$ cat src/common/iier_pkg.sv
package iier_pkg;
   // ==========================================================
   // Register map (word offsets as byte addresses)
   localparam logic [7:0] IIER_REG_CTRL   = 8'h00;
   localparam logic [7:0] IIER_REG_POS    = 8'h04;
   localparam logic [7:0] IIER_REG_OCC    = 8'h08;
   localparam logic [7:0] IIER_REG_LUX    = 8'h0c;
   localparam logic [7:0] IIER_REG_HYST   = 8'h10;
   localparam logic [7:0] IIER_REG_STAT   = 8'h14;
   // CTRL bit positions
   localparam int IIER_EN_POS   = 0;
   localparam int IIER_EN_OCC   = 1;
   localparam int IIER_EN_VAC   = 2;
   localparam int IIER_EN_REP   = 3;
   localparam int IIER_EN_MOV   = 4;
   localparam int IIER_EN_NOMOV = 5;
   localparam int IIER_EN_LUX   = 6;
   // Timing: 1 ms tick at 100 MHz, dead time in 50 ms steps
   localparam int IIER_CLK_MHZ    = 100;
   localparam int IIER_TICK_US    = 1000;
   localparam int IIER_TICK_CYC   = IIER_CLK_MHZ * IIER_TICK_US;
   localparam int IIER_MS_PER_S   = 1000;
   localparam int IIER_DEAD_STEP  = 50;
   localparam int IIER_HOLD_STEP  = 10;
   localparam int IIER_HYST_MAX   = 25;
   localparam int IIER_PCT        = 100;
   // Report kinds
   typedef enum logic [2:0] {
      IIER_K_POS   = 3'h0,
      IIER_K_OCC   = 3'h1,
      IIER_K_VAC   = 3'h2,
      IIER_K_MOV   = 3'h3,
      IIER_K_NOMOV = 3'h4,
      IIER_K_LUX   = 3'h5
   } iier_kind_t;
   // Outgoing report
   typedef struct packed {
      logic       valid;
      iier_kind_t kind;
      logic [15:0] value;
   } iier_rep_t;
   // Per-channel timers
   typedef struct packed {
      logic        pend;
      logic [15:0] dead;
      logic [17:0] rep;
   } iier_chan_t;
endpackage

$ cat src/design/iier_top.sv
// Decided for this implementation: strobed register access and the register offsets.
`timescale 1ns/100ps
module iier_top
   import iier_pkg::*;
#(
   parameter int TICK_CYC = IIER_TICK_CYC,
   parameter int N_OCC    = 4
)(
   input  wire logic             CLK_I,
   input  wire logic             RESETN_I,
   input  wire logic [7:0]       ADDR_I,
   input  wire logic [31:0]      WDATA_I,
   input  wire logic             WR_I,
   input  wire logic             RD_I,
   output      logic [31:0]      RDATA_O,
   input  wire logic [7:0]       POS_I,
   input  wire logic [N_OCC-1:0] OCC_I,
   input  wire logic [N_OCC-1:0] MOV_I,
   input  wire logic [15:0]      LUX_I,
   output      iier_rep_t        REP_O,
   output      logic             ARRAY_ACT_O
);
   // ==========================================================
   // State
   typedef struct packed {
      logic [31:0]  rdata;
      logic [6:0]   en;
      logic [7:0]   pos_rep, pos_dead;
      logic [7:0]   occ_rep, occ_dead, occ_hold;
      logic [7:0]   lux_rep, lux_dead;
      logic [7:0]   hyst_pct, hyst_min;
      logic [16:0]  div;
      logic         tick;
      logic [7:0]   pos_last;
      logic [15:0]  lux_last;
      logic         occ, mov;
      logic [21:0]  hold;
      iier_chan_t   cp, co, cl;
      iier_kind_t   okind;
      iier_rep_t    rep;
      logic         act;
   } iier_st_t;
   iier_st_t q, d;

   // Input synchronisers
   logic [7:0]       pos_s1, pos_s2;
   logic [N_OCC-1:0] occ_s1, occ_s2, mov_s1, mov_s2;
   logic [15:0]      lux_s1, lux_s2;
   always_ff @(posedge CLK_I or negedge RESETN_I) begin
      if (!RESETN_I) begin
         {pos_s1, pos_s2, lux_s1, lux_s2} <= '0;
         {occ_s1, occ_s2, mov_s1, mov_s2} <= '0;
      end else begin
         pos_s1 <= POS_I;
         pos_s2 <= pos_s1;
         occ_s1 <= OCC_I;
         occ_s2 <= occ_s1;
         mov_s1 <= MOV_I;
         mov_s2 <= mov_s1;
         lux_s1 <= LUX_I;
         lux_s2 <= lux_s1;
      end
   end

   // Dead time in ms from 50 ms setting
   function automatic logic [15:0] dead_ms(input logic [7:0] s);
      dead_ms = 16'(s * IIER_DEAD_STEP);
   endfunction
   // Repeat interval in ms from seconds setting
   function automatic logic [17:0] rep_ms(input logic [7:0] s);
      rep_ms = 18'(s * IIER_MS_PER_S);
   endfunction

   // Hysteresis band width
   logic [15:0] band, lux_diff;
   logic        occ_any, mov_any, lux_out;
   always_comb begin
      logic [7:0]  pct;
      logic [23:0] w;
      pct = (q.hyst_pct > 8'(IIER_HYST_MAX)) ? 8'(IIER_HYST_MAX)
                                              : q.hyst_pct;
      w = 24'(q.lux_last * pct / IIER_PCT);
      band = (w[15:0] > {8'h00, q.hyst_min}) ? w[15:0]
                                             : {8'h00, q.hyst_min};
      lux_diff = (lux_s2 > q.lux_last) ? lux_s2 - q.lux_last
                                       : q.lux_last - lux_s2;
      lux_out = q.en[IIER_EN_LUX] && (lux_diff > band);
      occ_any = |occ_s2;
      mov_any = |mov_s2;
   end

   // ==========================================================
   // Next state
   always_comb begin
      logic pos_fire, occ_fire, lux_fire;
      pos_fire = 1'b0;
      occ_fire = 1'b0;
      lux_fire = 1'b0;
      d = q;
      d.rep.valid = 1'b0;
      d.act = 1'b0;
      // Common tick divider
      d.tick = 1'b0;
      if (q.div == 17'(TICK_CYC - 1)) begin
         d.div  = '0;
         d.tick = 1'b1;
      end else begin
         d.div = q.div + 17'h1;
      end
      // Register writes
      if (WR_I) begin
         unique case (ADDR_I)
            IIER_REG_CTRL: d.en = WDATA_I[6:0];
            IIER_REG_POS:  {d.pos_dead, d.pos_rep} = WDATA_I[15:0];
            IIER_REG_OCC:  {d.occ_hold, d.occ_dead, d.occ_rep} =
                              WDATA_I[23:0];
            IIER_REG_LUX:  {d.lux_dead, d.lux_rep} = WDATA_I[15:0];
            IIER_REG_HYST: {d.hyst_min, d.hyst_pct} = WDATA_I[15:0];
            default: ;
         endcase
      end
      // Register reads, data in following cycle
      d.rdata = '0;
      if (RD_I) begin
         unique case (ADDR_I)
            IIER_REG_CTRL: d.rdata = {25'h0, q.en};
            IIER_REG_POS:  d.rdata = {16'h0, q.pos_dead, q.pos_rep};
            IIER_REG_OCC:  d.rdata = {8'h0, q.occ_hold, q.occ_dead,
                                      q.occ_rep};
            IIER_REG_LUX:  d.rdata = {16'h0, q.lux_dead, q.lux_rep};
            IIER_REG_HYST: d.rdata = {16'h0, q.hyst_min, q.hyst_pct};
            IIER_REG_STAT: d.rdata = {6'h0, q.mov, q.occ, q.lux_last,
                                      q.pos_last};
            default:       d.rdata = '0;
         endcase
      end

      // Position channel
      if (!q.en[IIER_EN_POS]) begin
         d.cp = '0;
      end else begin
         if (pos_s2 != q.pos_last && !q.cp.pend) begin
            d.pos_last = pos_s2;
            d.cp.pend  = 1'b1;
            d.cp.dead  = dead_ms(q.pos_dead);
         end else if (q.cp.pend && q.tick && q.cp.dead != '0) begin
            d.cp.dead = q.cp.dead - 16'h1;
         end
         if (q.cp.pend && q.cp.dead == '0) begin
            pos_fire  = 1'b1;
            d.cp.pend = 1'b0;
         end
         if (q.tick && q.pos_rep != '0) begin
            if (q.cp.rep >= rep_ms(q.pos_rep) - 18'h1) begin
               d.cp.rep = '0;
               if (!q.cp.pend) begin
                  d.cp.pend = 1'b1;
                  d.cp.dead = dead_ms(q.pos_dead);
               end
            end else begin
               d.cp.rep = q.cp.rep + 18'h1;
            end
         end
         if (pos_fire) d.cp.rep = '0;
      end

      // Occupancy state with hold time
      if (q.tick && q.hold != '0) d.hold = q.hold - 22'h1;
      if (q.hold == '0 && !q.co.pend &&
          (occ_any != q.occ || mov_any != q.mov)) begin
         d.occ  = occ_any;
         d.mov  = mov_any;
         d.hold = 22'(q.occ_hold * IIER_HOLD_STEP * IIER_MS_PER_S);
         if (occ_any != q.occ) begin
            d.okind = occ_any ? IIER_K_OCC : IIER_K_VAC;
         end else begin
            d.okind = mov_any ? IIER_K_MOV : IIER_K_NOMOV;
         end
         d.co.pend = 1'b1;
         d.co.dead = dead_ms(q.occ_dead);
         if (occ_any && !q.occ) d.act = 1'b1;
      end else if (q.co.pend && q.tick && q.co.dead != '0) begin
         d.co.dead = q.co.dead - 16'h1;
      end
      if (q.co.pend && q.co.dead == '0) begin
         d.co.pend = 1'b0;
         unique case (q.okind)
            IIER_K_OCC:   occ_fire = q.en[IIER_EN_OCC];
            IIER_K_VAC:   occ_fire = q.en[IIER_EN_VAC];
            IIER_K_MOV:   occ_fire = q.en[IIER_EN_MOV];
            IIER_K_NOMOV: occ_fire = q.en[IIER_EN_NOMOV];
            default:      occ_fire = 1'b0;
         endcase
      end
      // Occupancy repeat
      if (!q.en[IIER_EN_REP] || q.occ_rep == '0) begin
         d.co.rep = '0;
      end else if (q.tick) begin
         if (q.co.rep >= rep_ms(q.occ_rep) - 18'h1) begin
            d.co.rep = '0;
            if (!q.co.pend && !d.co.pend) begin
               d.co.pend = 1'b1;
               d.co.dead = dead_ms(q.occ_dead);
            end
         end else begin
            d.co.rep = q.co.rep + 18'h1;
         end
      end

      // Light channel
      if (!q.en[IIER_EN_LUX]) begin
         d.cl = '0;
      end else begin
         if (lux_out && !q.cl.pend) begin
            d.lux_last = lux_s2;
            d.cl.pend  = 1'b1;
            d.cl.dead  = dead_ms(q.lux_dead);
         end else if (q.cl.pend && q.tick && q.cl.dead != '0) begin
            d.cl.dead = q.cl.dead - 16'h1;
         end
         if (q.cl.pend && q.cl.dead == '0) begin
            lux_fire  = 1'b1;
            d.cl.pend = 1'b0;
         end
         if (q.tick && q.lux_rep != '0) begin
            if (q.cl.rep >= rep_ms(q.lux_rep) - 18'h1) begin
               d.cl.rep = '0;
               if (!q.cl.pend && !lux_out) begin
                  d.cl.pend = 1'b1;
                  d.cl.dead = dead_ms(q.lux_dead);
               end
            end else begin
               d.cl.rep = q.cl.rep + 18'h1;
            end
         end
         if (lux_fire) d.cl.rep = '0;
      end

      // Report output, priority position, occupancy, light
      if (pos_fire) begin
         d.rep = '{valid: 1'b1, kind: IIER_K_POS,
                   value: {8'h00, q.pos_last}};
      end else if (occ_fire) begin
         d.rep = '{valid: 1'b1, kind: q.okind,
                   value: {14'h0, q.mov, q.occ}};
      end else if (lux_fire) begin
         d.rep = '{valid: 1'b1, kind: IIER_K_LUX, value: q.lux_last};
      end else if (pos_fire || occ_fire || lux_fire) begin
         d.rep = q.rep;
      end
      // Lost collisions stay pending one more cycle
      if (pos_fire && occ_fire) d.co.pend = 1'b1;
      if ((pos_fire || occ_fire) && lux_fire) d.cl.pend = 1'b1;
   end

   // ==========================================================
   // State register
   always_ff @(posedge CLK_I or negedge RESETN_I) begin
      if (!RESETN_I) begin
         q <= '0;
      end else begin
         q <= d;
      end
   end

   assign RDATA_O     = q.rdata;
   assign REP_O       = q.rep;
   assign ARRAY_ACT_O = q.act;
endmodule

$ cat config.mk
export PLATFORM = sky130hd
export DESIGN_NAME = iier_top
export DESIGN_NICKNAME = d
export VERILOG_FILES = /design/src/common/iier_pkg.sv /design/src/design/iier_top.sv
export SDC_FILE = /design/constraint.sdc
export NUM_CORES = 2
export LEC_CHECK = 0
export BUFFER_PORTS_ARGS = -buffer_cell sky130_fd_sc_hd__buf_2
export CAP_MARGIN = 25
export CORE_ASPECT_RATIO = 2
export CORE_UTILIZATION = 29
export DETAILED_ROUTE_END_ITERATION = 8
export GPL_TIMING_DRIVEN = 0
export PLACE_DENSITY = 0.42
export SETUP_SLACK_MARGIN = 0.2
export SYNTH_ARGS = -nofsm -noshare
export SYNTH_HDL_FRONTEND = slang
export SYNTH_SLANG_ARGS = --single-unit
$ cat constraint.sdc
create_clock -name CLK_I -period 27.1 [get_ports CLK_I]
set_input_delay 0 -clock CLK_I [delete_from_list [all_inputs] [get_ports CLK_I]]
set_output_delay 0 -clock CLK_I [all_outputs]
set_load 0.05 [all_outputs]
==> flow_summary.yaml <==
global_route:
  grt_pass1_wl_mm: 174
  use_met2: 0.372
  grtUsageMet3: 0.0162
  grt_max_degree: 110
  antenna_found_initial: 7
  grtUsageMet1: 0.192
  grt_pass1_vias: 30300
  busiest_layer: "met2"
  grt_overflow_total: 0
  gr-usage-all-layers: 0.185
sta:
  fin_crit_sh: 0.861
  rsz0062_at_grt: "false"
  setup_viol: 0
  hold_violations: 0
  finalSetupTns_ns: 0
  finalMaxSlewViolations: 0
  finClkSkew_ns: 0.0510
  worst_slew_pin_slew_ns: 1.11
  finalCriticalPeriod_ns: 23.33
  maxSlewHeadroom: 0.262
  fmax_mhz: 42.9
run:
  maxCapViolCount: 0
logic_synthesis:
  synth_cell_types: 137
  yosysWarnings: 0
  syn_avg_cell_area_sq_um: 9.39
  seq_area_frac_synth: 0.259
  syn_inst: 3746
  synth_async_sr_flop_share: 1.00
  synth-edff-count: 0
  ys_ff_latch: 364
  ys.flop_type: "dfrtp_1"
  synth_area_sq_um: 35200
final_layout:
  syn_to_final_growth_pct: 14.7
  final_cell_area_sq_um: 40400
  nNetsFinal: 4731
  fillers: 12700
  final_common_cell: "ha_1"
  final_cell_mix: "ha_1 (412), dfrtp_1 (364), inv_1 (346)"
  layout-drive-gt1-share: 0.119
clock_tree:
  path_clk_slew_ns: 0.07
  cts_buffers: 41
  post_cts_resized: 0
  cts_buffer_depth: 3
  post_cts_buffers: 0
  clock_sinks: 364
  ctsHoldBuffers: 85
  insertion_delay_ns: 0.64
  h-tree-depth: 2
  cts_tree: "done"
  root_buffer: "clkbuf_16"
worst_setup_path:
  endpoint_kind: "flop"
  critPathLaunch: "q[210]$_DFFE_PN0P_"
  r2r-start: "q[210]$_DFFE_PN0P_"
  worstSetupPathType: "reg -> reg"
  path_max_fanout: 10
  cp.required_ns: 27.60
  r2r_slack_ns: 3.77
  cpMostUsedCell: "o21ai_0"
  cp_data_arrival_time_ns: 23.83
  crit_path_max_incr_delay_ns: 0.84
  r2r-end: "q[49]$_DFF_PN0_"
  slowest_stage: "nor2_1"
  crit_end: "q[49]$_DFF_PN0_"
  critical_path.startpoint_type: "flop"
  reg2regPathDepth: 82
placement:
  routabilityCongestion: 0.857
  placed_area_sq_um: 38000
  numPortBuffers: 113
  dp_hpwl_mm: 91.3
route:
  drt-initial-drc-count: 1154
  vias_per_cell: 4.98
  vias: 28000
  wire_per_inst_microns: 19.7
  dr.pass1.iters: 8
  wirelength_mm: 111
  drtAntennaViolNets: 0
  drc: 0
floorplanning:
  dieHeight_microns: 495
  coreArea_sq_um: 120000
  initial_core_util: 0.293
  row_count: 180
  ios: 129
  die_area_sq_um: 123000
  chipWidth_microns: 248
hold_path:
  hp-class: "in -> reg"
  worstHoldStart: "LUX_I[4]"
status:
  status: "completed"
kinds of logic (layout without fill, tap and decap cells):
group,count (synthesis),in the layout,share of synthesized area
adders and majority gates,607,607,0.258
muxes,143,143,0.0469
and+or+nand+nor,1024,1024,0.147
buffers and inverters,517,799,0.0634
other,2,59,0.000213
AOI/OAI and AO/OA,831,831,0.162
DFF,364,364,0.259
xor gates and xnor gates,258,258,0.0647
cell type report:
type | count | area, sq um | share of cell area
clock inverter | 26 | 375 | 0.00930
inverter | 349 | 1320 | 0.0326
clock buffer | 49 | 1100 | 0.0272
sequential | 364 | 9110 | 0.226
tap | 1547 | 1940 | 0.0480
multi-input combinational | 2917 | 24000 | 0.596
antenna | 5 | 12.5 | 0.000310
buffer | 168 | 915 | 0.0227
timing repair buffer | 207 | 1550 | 0.0385
cells in the mapped netlist (21+ instances only):
cell type / n / area, sq um
ha_1: 412 / 5150
dfrtp_1: 364 / 9110
inv_1: 346 / 1300
nand2_1: 254 / 953
nor2_1: 241 / 905
o21ai_0: 212 / 1060
a21oi_1: 203 / 1020
fa_1: 195 / 3900
xnor2_1: 161 / 1410
mux2_2: 96 / 1080
xor2_1: 95 / 832
clkbuf_1: 86 / 323
nor3_1: 80 / 400
and3_1: 74 / 463
nand3_1: 72 / 360
nand2b_1: 71 / 444
a21o_1: 62 / 465
buf_4: 61 / 458
o21bai_1: 46 / 345
nor2b_1: 41 / 257
mux2i_1: 38 / 380
nand4_1: 31 / 194
a22oi_1: 29 / 218
nor4_1: 28 / 175
or3_1: 28 / 175
and2_1: 21 / 131
sequential cells by signal, summed over array words and instances, names as in the netlist:
register	count
mov_s1	4
occ_s2	4
occ_s1	4
lux_s2	16
pos_s2	8
lux_s1	16
pos_s1	8
q	253
ARRAY_ACT_O	1
REP_O	20
mov_s2	4
RDATA_O	26
stage by stage:
stage,utilization,hold slack [ns],worst slack [ns],std cells
floorplan,-,-0.296,8.63,3798
global placement,0.315,0.108,3.58,5458
detailed placement,0.316,0.0592,3.60,5466
CTS,0.335,0.0327,3.58,5626
global route,0.336,0.0616,2.05,5630
finish,0.336,0.0666,3.77,5632
how the worst min path moves through the flow:
stage / end / slack [ns] / cells after the start
after global placement: occ_s1[2]$_DFF_PN0_ / 0.11 / 1
after global routing: lux_s1[4]$_DFF_PN0_ / 0.06 / 2
after CTS: lux_s1[4]$_DFF_PN0_ / 0.03 / 2
after floorplan: ARRAY_ACT_O$_DFF_PN0_ / -0.30 / 0
after detailed placement: q[41]$_DFFE_PN0P_ / 0.06 / 1
final: lux_s1[4]$_DFF_PN0_ / 0.07 / 2
metal layers:
metal	wire (microns)	vias up
li1	-	13600
met1	41300	13900
met2	63200	438
met3	2390	171
met4	4100	8
met5	46	-
critical path, delay by kind of cell (launching register included):
| kind | cells | cell delay [ns] |
|---|---|---|
| AO/OA/AOI/OAI | 37 | 9.33 |
| adder cells (fa/ha/maj) | 7 | 3.01 |
| flip-flops | 1 | 0.40 |
| buffers and inverters | 8 | 2.45 |
| multiplexers | 4 | 1.76 |
| AND/OR/NAND/NOR | 26 | 6.20 |
Power is not shown: default switching activity piles up to over one toggle a cycle in this logic, so the estimate is an artifact.
